**src/inc/rip_regs.vh**
```
`ifndef RIP_REGS_VH
`define RIP_REGS_VH
// =====================================================================
// Vectors
`define RIP_VEC_RESET      6'h00
`define RIP_VEC_TRAP       6'h22
`define RIP_VEC_NMI        6'h24
`define RIP_VEC_INT1       6'h02
`define RIP_VEC_STEP       6'h02
// =====================================================================
// Control and status bit positions
`define RIP_SYSTEM_CONTROL_REG_KEEP     14
`define RIP_SYSTEM_CONTROL_REG_FORCE    15
`define RIP_SYSTEM_CONTROL_REG_RESET    16'h4000
`define RIP_SYSTEM_STATUS_REG_POR      15
`define RIP_SYSTEM_STATUS_REG_ILL      12
`define RIP_SYSTEM_STATUS_REG_SW       10
`define RIP_SYSTEM_STATUS_REG_WD       9
`define RIP_ST0_GDIS       9
// =====================================================================
// Timing
`define RIP_PULSE_MIN_NS   160
`define RIP_CLK_NS         20
`define RIP_PULSE_CYC      4'h8
`define RIP_WD_KEY_OK      8'h55
`define RIP_WD_KEY_OK2     8'haa
`define RIP_WD_CHK         3'h5
`define RIP_WD_TOP         8'hff
`endif

```
**src/hdl/rip_prio.v**
```verilog
module rip_prio (
    input  wire [5:0] req_i,
    output reg  [2:0] idx_o,
    output reg        any_o
);
    integer k;

    // Lowest index is highest rank
    always @* begin
        idx_o = 3'h0;
        any_o = 1'b0;
        for (k = 5; k >= 0; k = k - 1) begin
            if (req_i[k]) begin
                idx_o = k[2:0];
                any_o = 1'b1;
            end
        end
    end
endmodule

```
**src/hdl/rip_sync2.v**
```verilog
module rip_sync2 (
    input  wire MCLK_I,
    input  wire RESET_N_I,
    input  wire CE_I,
    input  wire d_i,
    output reg  q_o
);
    reg meta;

    // Idles high so a pin reads released out of reset
    always @(posedge MCLK_I) begin
        if (!RESET_N_I) begin
            meta <= 1'b1;
            q_o  <= 1'b1;
        end else if (CE_I) begin
            meta <= d_i;
            q_o  <= meta;
        end
    end
endmodule

```
**src/hdl/rip_top.v**
```verilog
// Behaviour
// - Reset overrides all, leaves maskables disabled
// - Five external pins; four enable and mask gated
// - NMI beats maskables; blocked by NMI or reset
// - Peripheral requests gated by mask; enable gates lines two-six only
// - Vectored instruction uses operand, sets global disable
// - NMI instruction vectors 24h, sets global disable
// - Trap vectors 22h, leaves global disable alone
// - Reset from five merged causes
// - Watchdog overflow or bad key/control write resets
// - Watchdog runs from power-on
// - Clearing keep bit or setting force bit resets
// - Illegal frame access resets
// - Reset pin driven low eight cycles minimum
// - Stay reset while either pin low
// - Reset clears control state, not RAM
// - Power-on reset also clears multiplier control
// - Cause flags recorded, never cleared by reset
// - Nine ranked lines, highest acknowledged first
// - Ranks: reset, reserved, NMI, lines one-six
// - Global disable set at reset and non-trap acks
// - Maskable ack needs mask bit and disable clear
`include "rip_regs.vh"
module rip_top (
    input  wire       MCLK_I,
    input  wire       RESET_N_I,
    input  wire       CE_I,
    input  wire       SYS_RESET_PIN_N_I,
    input  wire       POWER_ON_RESET_PIN_N_I,
    input  wire       NMI_PIN_N_I,
    input  wire       EXT_IRQ_ONE_I,
    input  wire       EXT_IRQ_TWO_I,
    input  wire       EXT_IRQ_THREE_I,
    input  wire       DRIVE_PROTECT_IRQ_I,
    input  wire [2:0] EXT_EN_I,
    input  wire       DRIVE_PROTECT_EN_I,
    input  wire [5:0] PERIPH_REQ_I,
    input  wire [5:0] PERIPH_EN_I,
    input  wire [5:0] LINE_MASK_REG_I,
    input  wire       GDIS_SET_I,
    input  wire       GDIS_CLR_I,
    input  wire       VECTORED_SOFT_IRQ_INSTR_I,
    input  wire [5:0] VECTORED_OPERAND_I,
    input  wire       SOFT_NMI_INSTR_I,
    input  wire       TRAP_INSTR_I,
    input  wire       NMI_DONE_I,
    input  wire       ACK_READY_I,
    input  wire       SYSTEM_CONTROL_REG_WR_I,
    input  wire [15:0] SYSTEM_CONTROL_REG_WDATA_I,
    input  wire       WD_KEY_WR_I,
    input  wire [7:0] WD_KEY_I,
    input  wire       WD_CTRL_WR_I,
    input  wire [2:0] WD_CHK_I,
    input  wire       WD_TICK_I,
    input  wire       ILLEGAL_ACCESS_I,
    input  wire       PLL_CTRL_WR_I,
    input  wire [15:0] PLL_CTRL_WDATA_I,
    output reg        SYS_RESET_PIN_N_O,
    output reg        SYS_RESET_PIN_OE_O,
    output reg        CORE_RESET_O,
    output reg        GLOBAL_IRQ_DISABLE_O,
    output reg        ACK_O,
    output reg  [5:0] ACK_VECTOR_O,
    output reg  [3:0] ACK_RANK_O,
    output reg  [15:0] SYSTEM_STATUS_REG_O,
    output reg  [15:0] SYSTEM_CONTROL_REG_O,
    output reg  [15:0] PLL_CTRL_O,
    output reg        NMI_ACTIVE_O
);

    // =================================================================
    // Pin synchronisers
    wire rs_pin_n;
    wire por_pin_n;
    wire nmi_pin_n;

    rip_sync2 u_sync_rs (
        .MCLK_I    (MCLK_I),
        .RESET_N_I (RESET_N_I),
        .CE_I      (CE_I),
        .d_i       (SYS_RESET_PIN_N_I),
        .q_o       (rs_pin_n)
    );

    rip_sync2 u_sync_por (
        .MCLK_I    (MCLK_I),
        .RESET_N_I (RESET_N_I),
        .CE_I      (CE_I),
        .d_i       (POWER_ON_RESET_PIN_N_I),
        .q_o       (por_pin_n)
    );

    rip_sync2 u_sync_nmi (
        .MCLK_I    (MCLK_I),
        .RESET_N_I (RESET_N_I),
        .CE_I      (CE_I),
        .d_i       (NMI_PIN_N_I),
        .q_o       (nmi_pin_n)
    );

    // Level pins from outside also need two stages
    reg [3:0] ext_meta;
    reg [3:0] ext_sync;

    always @(posedge MCLK_I) begin
        if (!RESET_N_I) begin
            ext_meta <= 4'h0;
            ext_sync <= 4'h0;
        end else if (CE_I) begin
            ext_meta <= {DRIVE_PROTECT_IRQ_I, EXT_IRQ_THREE_I,
                         EXT_IRQ_TWO_I, EXT_IRQ_ONE_I};
            ext_sync <= ext_meta;
        end
    end

    // =================================================================
    // Watchdog
    reg [7:0] wd_count;
    reg       wd_fire;
    wire      wd_bad_key;
    wire      wd_bad_ctrl;

    assign wd_bad_key  = WD_KEY_WR_I && (WD_KEY_I != `RIP_WD_KEY_OK) &&
                         (WD_KEY_I != `RIP_WD_KEY_OK2);
    assign wd_bad_ctrl = WD_CTRL_WR_I && (WD_CHK_I != `RIP_WD_CHK);

    // Counter restarts on reset so it runs with no setup
    always @(posedge MCLK_I) begin
        if (!RESET_N_I || (CE_I && CORE_RESET_O)) begin
            wd_count <= 8'h00;
            wd_fire  <= 1'b0;
        end else if (CE_I) begin
            wd_fire <= 1'b0;
            if (WD_KEY_WR_I && (WD_KEY_I == `RIP_WD_KEY_OK2)) begin
                wd_count <= 8'h00;
            end else if (WD_TICK_I) begin
                wd_count <= wd_count + 8'h01;
            end
            if ((WD_TICK_I && wd_count == `RIP_WD_TOP) ||
                wd_bad_key || wd_bad_ctrl) begin
                wd_fire <= 1'b1;
            end
        end
    end

    // =================================================================
    // Software reset and illegal access
    wire sw_fire;
    assign sw_fire = SYSTEM_CONTROL_REG_WR_I && !CORE_RESET_O &&
                     (!SYSTEM_CONTROL_REG_WDATA_I[`RIP_SYSTEM_CONTROL_REG_KEEP] ||
                      SYSTEM_CONTROL_REG_WDATA_I[`RIP_SYSTEM_CONTROL_REG_FORCE]);

    reg sw_hit;
    reg ill_hit;
    always @(posedge MCLK_I) begin
        if (!RESET_N_I) begin
            sw_hit  <= 1'b0;
            ill_hit <= 1'b0;
        end else if (CE_I) begin
            sw_hit  <= sw_fire;
            ill_hit <= ILLEGAL_ACCESS_I && !CORE_RESET_O;
        end
    end

    // =================================================================
    // Reset merge and pin pulse
    localparam [3:0] PULSE_LEN = `RIP_PULSE_CYC;
    reg  [3:0] pulse_cnt;
    reg        rs_armed;
    wire       int_cause;
    wire       ext_hold;
    wire       por_low;

    assign por_low   = !por_pin_n;
    // Own drive reads back on the pin, so a pin fall only counts
    // once the pin was seen released while we were not driving it
    assign int_cause = wd_fire || sw_hit || ill_hit ||
                       (rs_armed && !rs_pin_n);
    assign ext_hold  = por_low || (!rs_pin_n && pulse_cnt == 4'h0);

    always @(posedge MCLK_I) begin
        if (!RESET_N_I) begin
            pulse_cnt          <= PULSE_LEN;
            rs_armed           <= 1'b0;
            SYS_RESET_PIN_N_O  <= 1'b0;
            SYS_RESET_PIN_OE_O <= 1'b1;
            CORE_RESET_O       <= 1'b1;
        end else if (CE_I) begin
            if (int_cause || por_low) begin
                pulse_cnt <= PULSE_LEN;
            end else if (pulse_cnt != 4'h0) begin
                pulse_cnt <= pulse_cnt - 4'h1;
            end
            SYS_RESET_PIN_N_O  <= 1'b0;
            rs_armed           <= rs_pin_n && !SYS_RESET_PIN_OE_O;
            SYS_RESET_PIN_OE_O <= int_cause || por_low ||
                                  (pulse_cnt > 4'h1);
            CORE_RESET_O <= int_cause || ext_hold ||
                            (pulse_cnt != 4'h0);
        end
    end

    // =================================================================
    // Cause flags, never cleared by reset
    reg por_seen;

    always @(posedge MCLK_I) begin
        if (!RESET_N_I) begin
            SYSTEM_STATUS_REG_O <= 16'h0000;
            por_seen            <= 1'b0;
        end else if (CE_I) begin
            por_seen <= por_low;
            if (por_low) begin
                SYSTEM_STATUS_REG_O[`RIP_SYSTEM_STATUS_REG_POR] <= 1'b1;
            end
            if (ill_hit) begin
                SYSTEM_STATUS_REG_O[`RIP_SYSTEM_STATUS_REG_ILL] <= 1'b1;
            end
            if (sw_hit) begin
                SYSTEM_STATUS_REG_O[`RIP_SYSTEM_STATUS_REG_SW] <= 1'b1;
            end
            if (wd_fire) begin
                SYSTEM_STATUS_REG_O[`RIP_SYSTEM_STATUS_REG_WD] <= 1'b1;
            end
        end
    end

    // =================================================================
    // System control and multiplier control
    always @(posedge MCLK_I) begin
        if (!RESET_N_I) begin
            SYSTEM_CONTROL_REG_O <= `RIP_SYSTEM_CONTROL_REG_RESET;
            PLL_CTRL_O           <= 16'h0000;
        end else if (CE_I) begin
            if (CORE_RESET_O) begin
                SYSTEM_CONTROL_REG_O <= `RIP_SYSTEM_CONTROL_REG_RESET;
            end else if (SYSTEM_CONTROL_REG_WR_I && !sw_fire) begin
                SYSTEM_CONTROL_REG_O <= SYSTEM_CONTROL_REG_WDATA_I;
            end
            if (por_seen) begin
                PLL_CTRL_O <= 16'h0000;
            end else if (PLL_CTRL_WR_I && !CORE_RESET_O) begin
                PLL_CTRL_O <= PLL_CTRL_WDATA_I;
            end
        end
    end

    // =================================================================
    // Interrupt arbitration
    wire [5:0] line_req;
    wire [5:0] line_ok;
    wire [2:0] win_idx;
    wire       win_any;
    reg        nmi_prev;
    wire       nmi_edge;

    // Line one carries the external requests; line five carries drive protect
    assign line_req[0] = PERIPH_REQ_I[0] || (ext_sync[0] && EXT_EN_I[0]) ||
                         (ext_sync[1] && EXT_EN_I[1]) ||
                         (ext_sync[2] && EXT_EN_I[2]);
    assign line_req[1] = PERIPH_REQ_I[1] && PERIPH_EN_I[1];
    assign line_req[2] = PERIPH_REQ_I[2] && PERIPH_EN_I[2];
    assign line_req[3] = PERIPH_REQ_I[3] && PERIPH_EN_I[3];
    assign line_req[4] = (PERIPH_REQ_I[4] && PERIPH_EN_I[4]) ||
                         (ext_sync[3] && DRIVE_PROTECT_EN_I);
    assign line_req[5] = PERIPH_REQ_I[5] && PERIPH_EN_I[5];
    assign line_ok = (GLOBAL_IRQ_DISABLE_O) ? 6'h00 :
                     (line_req & LINE_MASK_REG_I);
    assign nmi_edge = nmi_prev && !nmi_pin_n;

    rip_prio u_prio (
        .req_i (line_ok),
        .idx_o (win_idx),
        .any_o (win_any)
    );

    reg nmi_pend;
    always @(posedge MCLK_I) begin
        if (!RESET_N_I) begin
            nmi_prev             <= 1'b1;
            nmi_pend             <= 1'b0;
            NMI_ACTIVE_O         <= 1'b0;
            GLOBAL_IRQ_DISABLE_O <= 1'b1;
            ACK_O                <= 1'b0;
            ACK_VECTOR_O         <= `RIP_VEC_RESET;
            ACK_RANK_O           <= 4'h1;
        end else if (CE_I) begin
            nmi_prev <= nmi_pin_n;
            ACK_O    <= 1'b0;
            if (CORE_RESET_O) begin
                nmi_pend             <= 1'b0;
                NMI_ACTIVE_O         <= 1'b0;
                GLOBAL_IRQ_DISABLE_O <= 1'b1;
                ACK_VECTOR_O         <= `RIP_VEC_RESET;
                ACK_RANK_O           <= 4'h1;
            end else begin
                if (nmi_edge) begin
                    nmi_pend <= 1'b1;
                end
                if (NMI_DONE_I) begin
                    NMI_ACTIVE_O <= 1'b0;
                end
                if (GDIS_SET_I) begin
                    GLOBAL_IRQ_DISABLE_O <= 1'b1;
                end else if (GDIS_CLR_I) begin
                    GLOBAL_IRQ_DISABLE_O <= 1'b0;
                end
                if (!ACK_READY_I) begin
                    // Core busy: requests wait pending
                end else if ((nmi_pend || SOFT_NMI_INSTR_I) &&
                             !NMI_ACTIVE_O) begin
                    nmi_pend             <= nmi_edge;
                    NMI_ACTIVE_O         <= 1'b1;
                    ACK_O                <= 1'b1;
                    ACK_VECTOR_O         <= `RIP_VEC_NMI;
                    ACK_RANK_O           <= 4'h3;
                    GLOBAL_IRQ_DISABLE_O <= 1'b1;
                end else if (win_any) begin
                    ACK_O        <= 1'b1;
                    ACK_VECTOR_O <= `RIP_VEC_INT1 +
                                    {win_idx, 1'b0};
                    ACK_RANK_O   <= {1'b0, win_idx} + 4'h4;
                    GLOBAL_IRQ_DISABLE_O <= 1'b1;
                end else if (VECTORED_SOFT_IRQ_INSTR_I) begin
                    ACK_O                <= 1'b1;
                    ACK_VECTOR_O         <= VECTORED_OPERAND_I;
                    ACK_RANK_O           <= 4'h0;
                    GLOBAL_IRQ_DISABLE_O <= 1'b1;
                end else if (TRAP_INSTR_I) begin
                    ACK_O        <= 1'b1;
                    ACK_VECTOR_O <= `RIP_VEC_TRAP;
                    ACK_RANK_O   <= 4'h0;
                end
            end
        end
    end
endmodule

```
**config.mk**
```make
export PLATFORM = sky130hd
export DESIGN_NAME = rip_top
export DESIGN_NICKNAME = d
export VERILOG_FILES = /design/src/hdl/rip_prio.v /design/src/hdl/rip_sync2.v /design/src/hdl/rip_top.v
export VERILOG_INCLUDE_DIRS = /design/src /design/src/inc
export SDC_FILE = /design/constraint.sdc
export NUM_CORES = 1
export LEC_CHECK = 0
export BUFFER_PORTS_ARGS = -buffer_cell sky130_fd_sc_hd__clkbuf_2
export CAP_MARGIN = 40
export CORE_ASPECT_RATIO = 1.25
export CORE_UTILIZATION = 48
export CTS_CLUSTER_DIAMETER = 40
export DETAILED_ROUTE_END_ITERATION = 7
export PLACE_DENSITY = 0.8
export RECOVER_POWER = 100
export SLEW_MARGIN = 20
export SYNTH_ARGS = -nofsm -noshare
export SYNTH_HDL_FRONTEND = slang
export SYNTH_SLANG_ARGS = --single-unit
```
**constraint.sdc**
```tcl
create_clock -name MCLK_I -period 2.4 [get_ports MCLK_I]
set_input_delay 0.12 -clock MCLK_I [delete_from_list [all_inputs] [get_ports MCLK_I]]
set_output_delay 0.12 -clock MCLK_I [all_outputs]
set_load 0.02 [all_outputs]
```
; ---- Yosys cells after proc, flatten, opt, wreduce, memory -nomap -nowiden
; Cells that the tools add are included.
[totals]
out_inout_bits = 64
inputBits = 94
ff_bits = 84
[op_classes]
n_mux = 55
order_cmp = 1
bitwise = 2
add_sub_neg = 4
n_eq_ne = 5
reduce_logical = 68
[ops]
columns = cell, count
row1 = 16-bit 2-to-1 mux, 4
row2 = 6-bit 2-to-1 mux, 7
row3 = 4-bit 2-to-1 mux, 8
row4 = 1-bit 2-to-1 mux, 28
row5 = 1-bit logical AND, 25
row6 = 3-bit 2-to-1 mux, 6
row7 = 1-bit logical OR, 17
row8 = 8-bit == test (second input constant), 2
row9 = 8-bit 2-to-1 mux, 2
row10 = 2-bit AND reduction, 8
row11 = 2-bit nonzero test, 5
row12 = 1-bit zero test, 9
row13 = 8-bit by 1-bit adder with 8-bit output (second input constant), 1
row14 = 8-bit by 7-bit inequality test with 1-bit output (second input constant), 1
row15 = 8-bit inequality test (second input constant), 1
row16 = 6-bit AND, 1
row17 = 2-bit by 4-bit adder with 5-bit output (first input constant), 1
row18 = 5-bit nonzero test, 1
row19 = 3-bit by 3-bit adder with 4-bit output (second input constant), 1
row20 = 4-bit by 1-bit greater-than comparator with 1-bit output (second input constant), 1
row21 = 4-bit zero test, 1
row22 = 4-bit nonzero test, 1
row23 = 4-bit by 1-bit subtractor with 4-bit output (second input constant), 1
row24 = 3-bit inequality test (second input constant), 1
row25 = other kinds (2), 2

; ---- Depth between registers and ports, before layout
[depth]
word_depth = 17
ltp_mapped = 8

; ---- Modules after synthesis
; A second synthesis with hierarchy kept.
[hier_totals]
hier_cells = 393
area_unflattened_um2 = 3569.7
[by_module_without_submodules]
columns = mod, seq_area_each_um2, cells_per_inst, instances, area_each_um2
row1 = rip_top, 1561.5, 365, 1, 3309.4
row2 = rip_sync2, 40.0, 6, 3, 67.6
row3 = rip_prio, 0.0, 10, 1, 57.6

; ---- Least setup slack after synthesis
; No wires, ideal clock.
[synth_timing]
path_type = reg2reg
from = register GLOBAL_IRQ_DISABLE_O
to = register ACK_VECTOR_O[2]
setup_time_ns = 0.116
path_slack_ns = 0.393
path_buffers = 0
path_stages_with_launch = 7
required_time_ns = 2.284
arrival_time_ns = 1.891
synth_period_minus_slack_ns = 2.007
cell_sequence = dfxtp_1 > nand4b_1 > o211ai_1 > a31oi_1 > ha_1 > or3_1 > a41o_1
[synth_via]
elab_chain_cells = 12
word_cells_on_any_way = 20
classes_between = add/sub (1) / mux (17) / reduce/logical (2)
[synth_rtl]
columns = item, line_no
row1 = start: declaration, rip_top.v:61  ; output reg GLOBAL_IRQ_DISABLE_O,
row2 = start signal: assignment, rip_top.v:283  ; GLOBAL_IRQ_DISABLE_O <= 1'b1;
row3 = start signal: assignment, rip_top.v:293  ; GLOBAL_IRQ_DISABLE_O <= 1'b1;
row4 = start signal: assignment, rip_top.v:304  ; GLOBAL_IRQ_DISABLE_O <= 1'b1;
row5 = 6-bit 2-to-1 mux (*), rip_top.v:267  ; assign line_ok = (GLOBAL_IRQ_DISABLE_O) ? 6'h00 :
row6 = 3-bit 2-to-1 mux (6 in a row), rip_prio.v:13  ; if (req_i[k]) begin
row7 = 2-bit by 4-bit adder with 5-bit output (no line), --
row8 = 6-bit 2-to-1 mux, rip_top.v:318  ; end else if (win_any) begin
row9 = 6-bit 2-to-1 mux, rip_top.v:310  ; end else if ((nmi_pend || SOFT_NMI_INSTR_I) &&
row10 = 6-bit 2-to-1 mux, rip_top.v:308  ; if (!ACK_READY_I) begin
row11 = 6-bit 2-to-1 mux, rip_top.v:290  ; if (CORE_RESET_O) begin
row12 = end signal: assignment, rip_top.v:294  ; ACK_VECTOR_O <= `RIP_VEC_RESET;
row13 = end signal: assignment, rip_top.v:315  ; ACK_VECTOR_O <= `RIP_VEC_NMI;
row14 = end signal: assignment, rip_top.v:320  ; ACK_VECTOR_O <= `RIP_VEC_INT1 +
row15 = end: declaration, rip_top.v:63  ; output reg [5:0] ACK_VECTOR_O,
; Every way passes the cells marked *; elsewhere a longest branch is shown, timed or not. The select of a mux whose other input is x is not followed.
; A chain may end at the register's enable or synchronous reset.

; ---- Worst setup path in the final report
; Same ends and word-level chain as after synthesis.

==> metrics <==
TritonCTS Sinks 84; CTS root buffer clkbuf_8; core footprint 0.00749 sq mm; Setup Skew 0.00749 ns; Routability Congestion 0.901; worst-path maximum fanout 8; fillcell total 698; multi-input logic area 0.00193 sq mm; share of the synthesized area in the top cell type 0.445; Routed Antenna Nets 0; Worst EP arrival 2.34 ns; Bufs on Longest Clock Path 2; drt first pass iters 4; Post-CTS Resized 0; Sw Ratio 0.239; Synth Warn # 0; # diodes 0; top cells by area, synth dfxtp_1 45%, nor2b_1 8.0%, a22oi_1 6.4%; Leak 1.97 nW; Power Density 593 mW/mm^2; drt via density 5.25; Fmax achieved 474 MHz; Slew @ Worst Pin 0.935 ns; Site Rows 35; Async S/R FF share, synth 0; crit share post-route 0.880; min-delay worst type in2reg; all-layer global routing usage 0.214; Setup Buffers After CTS 0; critical path endpoint category flip-flop; clk_lat worst skew 0.34 ns; Yosys cell types 63; outcome finished, final reports clean; minimum clock period 2.11 ns; #FFs+latches synth 84; vias in the first global route 3171; FF/Latch Area 0.00168 sq mm; Chip Height 101 um; Sw Pwr 0.000665 W; residual DRC count 0; Die ar. 0.00823 sq mm; NumNets Final 638; clock share of power 0.348; setup violators final 0; Layout area overhead 24.3%; Main synth FF type dfxtp_1; hold-fix buffers at CTS 5; synth cell count leaders 84 x dfxtp_1, 48 x nor2b_1, 32 x a22oi_1, 29 x nand2_1, 20 x nor2_1; share of layout cells above drive strength 1 0.231; post-synthesis sequential area ratio 0.445; first-pass GRT wire length 13600 um; Peak VDD IR 0.380 mV; Setup crit start kind flip-flop; DPL Wire Length 6540 um; Buffers on Ports 143; die width 81.3 um; Post-Synthesis Cells 393; total number of vias 3328; grt ovf 0; sequential share of power 0.527; number of synthesized flops with an enable pin 0; critical path class reg2reg; Combinational Power Share 0.124; Num CTS Buffers 9; Post-Route WL 8490 um; H-tree Lvls 3; DR WL/cell 13.4 um; largest net degree at the start of global routing 41; Synth Area per Inst 9.61 sq um; final setup TNS 0 ns; hold_ws 0.0366 ns; clock-pin slew on the worst setup and hold paths 0.07 ns; Top Ports 158; Int Power 0.00212 W; Final Hold Vio Count 0; initial antenna violation count 0; required time worst endpoint 2.63 ns; synthesized area 0.00377 sq mm; Synth area leader dfxtp_1; most common cell in the synthesized netlist dfxtp_1; MaxCap Viol Count 0; Max Slew Vio Count 0; Rel. slew slack 0.370; CTS tree built; unrepaired setup endpoints after global routing no; initial DRC count 106; starting density of the core 0.504
==> flip-flops by register name, indices dropped and copies added (netlist names), 4 cells and up <==
register              flops
pulse_cnt                 4
ext_sync                  4
PLL_CTRL_O               16
ACK_RANK_O                4
ACK_VECTOR_O              6
ext_meta                  4
SYSTEM_CONTROL_REG_O     16
SYSTEM_STATUS_REG_O       4
wd_count                  8
==> critical path: stages (launching register included) <==
cell and delay [ns]:
dfxtp_1 0.45, nand2b_1 0.21, o211ai_1 0.12, a31oi_1 0.32, ha_1 0.29, or3_1 0.36
a41o_1 0.24
==> layout make-up <==
cell class              count  area share
multi-input cells         282       0.411
flip-flops and latches     84       0.358
repair buffers            156       0.161
clock buffers              12      0.0331
well taps                  92      0.0245
clock inverters             2     0.00747
inverters                   6     0.00480
==> cell usage in the layout, fill, tap and decap left out, types with 3 or more instances in the layout <==
cell type / instances
clkbuf_2: 92
dfxtp_1: 84
clkbuf_1: 54
nor2b_1: 48
a22oi_1: 32
nand2_1: 29
nor2_1: 20
mux2i_1: 18
conb_1: 13
o21ai_0: 11
clkbuf_8: 11
a21oi_1: 7
nand3_1: 6
nor3_1: 6
xnor2_1: 6
buf_4: 6
inv_1: 5
nand2b_1: 5
and3_1: 5
a21boi_0: 5
ha_1: 5
dlygate4sd3_1: 5
or3_1: 4
a32o_2: 4
nand4b_1: 3
a31oi_1: 3
o21a_1: 3
and2_0: 3
nor4b_1: 3
nand3b_1: 3
xor2_1: 3
==> metrics by stage <==
| step | std cells | total power [W] | cell area [sq um] | util | worst slack (ns) |
|---|---|---|---|---|---|
| 5_1_grt | 634 | 0.00292 | 4690 | 0.626 | 0.122 |
| 2_1_floorplan | 405 | 0.00172 | 3820 | - | 0.393 |
| 3_5_place_dp | 614 | 0.00185 | 4520 | 0.604 | 0.311 |
| 6_report | 634 | 0.00278 | 4690 | 0.626 | 0.289 |
| 3_3_place_gp | 613 | 0.00183 | 4510 | 0.603 | 0.361 |
| 4_1_cts | 633 | 0.00282 | 4760 | 0.636 | 0.287 |
==> kinds of logic (layout without fill, tap and decap cells) <==
logic type / Yosys count / count (layout) / share of synthesized area
flip-flops: 84 / 84 / 0.445
other: 1 / 13 / 0.000993
adder cells (fa/ha/maj): 5 / 5 / 0.0166
buffers and inverters: 39 / 176 / 0.0547
multiplexers: 19 / 19 / 0.0507
AND/OR/NAND/NOR: 148 / 148 / 0.231
XOR/XNOR: 9 / 9 / 0.0209
AO/OA/AOI/OAI: 88 / 88 / 0.180
==> power by group through the flow <==
stage	combinational (W)	sequential (W)	clock, W
floorplan	0.000224	0.00150	0
global placement	0.000335	0.00150	0
detailed placement	0.000346	0.00150	0
CTS	0.000354	0.00147	0.00100
global route	0.000387	0.00147	0.00106
finish	0.000346	0.00147	0.000969
==> metal layers <==
layer	up-vias	track usage	share of wire
met5	-	0	0
met4	0	0.0687	0.014
met3	12	0.0685	0.070
met2	127	0.382	0.51
met1	1522	0.235	0.41
li1	1667	-	-
==> worst paths after layout <==
check / from / endpoint / slack (ns) / cells past startpoint
max: GLOBAL_IRQ_DISABLE_O / ACK_VECTOR_O[2] / 0.29 / 6
min: SYSTEM_CONTROL_REG_WDATA_I[1] / SYSTEM_CONTROL_REG_O[1] / 0.04 / 3
max reg2reg: GLOBAL_IRQ_DISABLE_O / ACK_VECTOR_O[2] / 0.29 / 6
min reg2reg: SYSTEM_CONTROL_REG_O[14] / SYSTEM_CONTROL_REG_O[14] / 0.46 / 1
(Power assumes the default switching activity.)
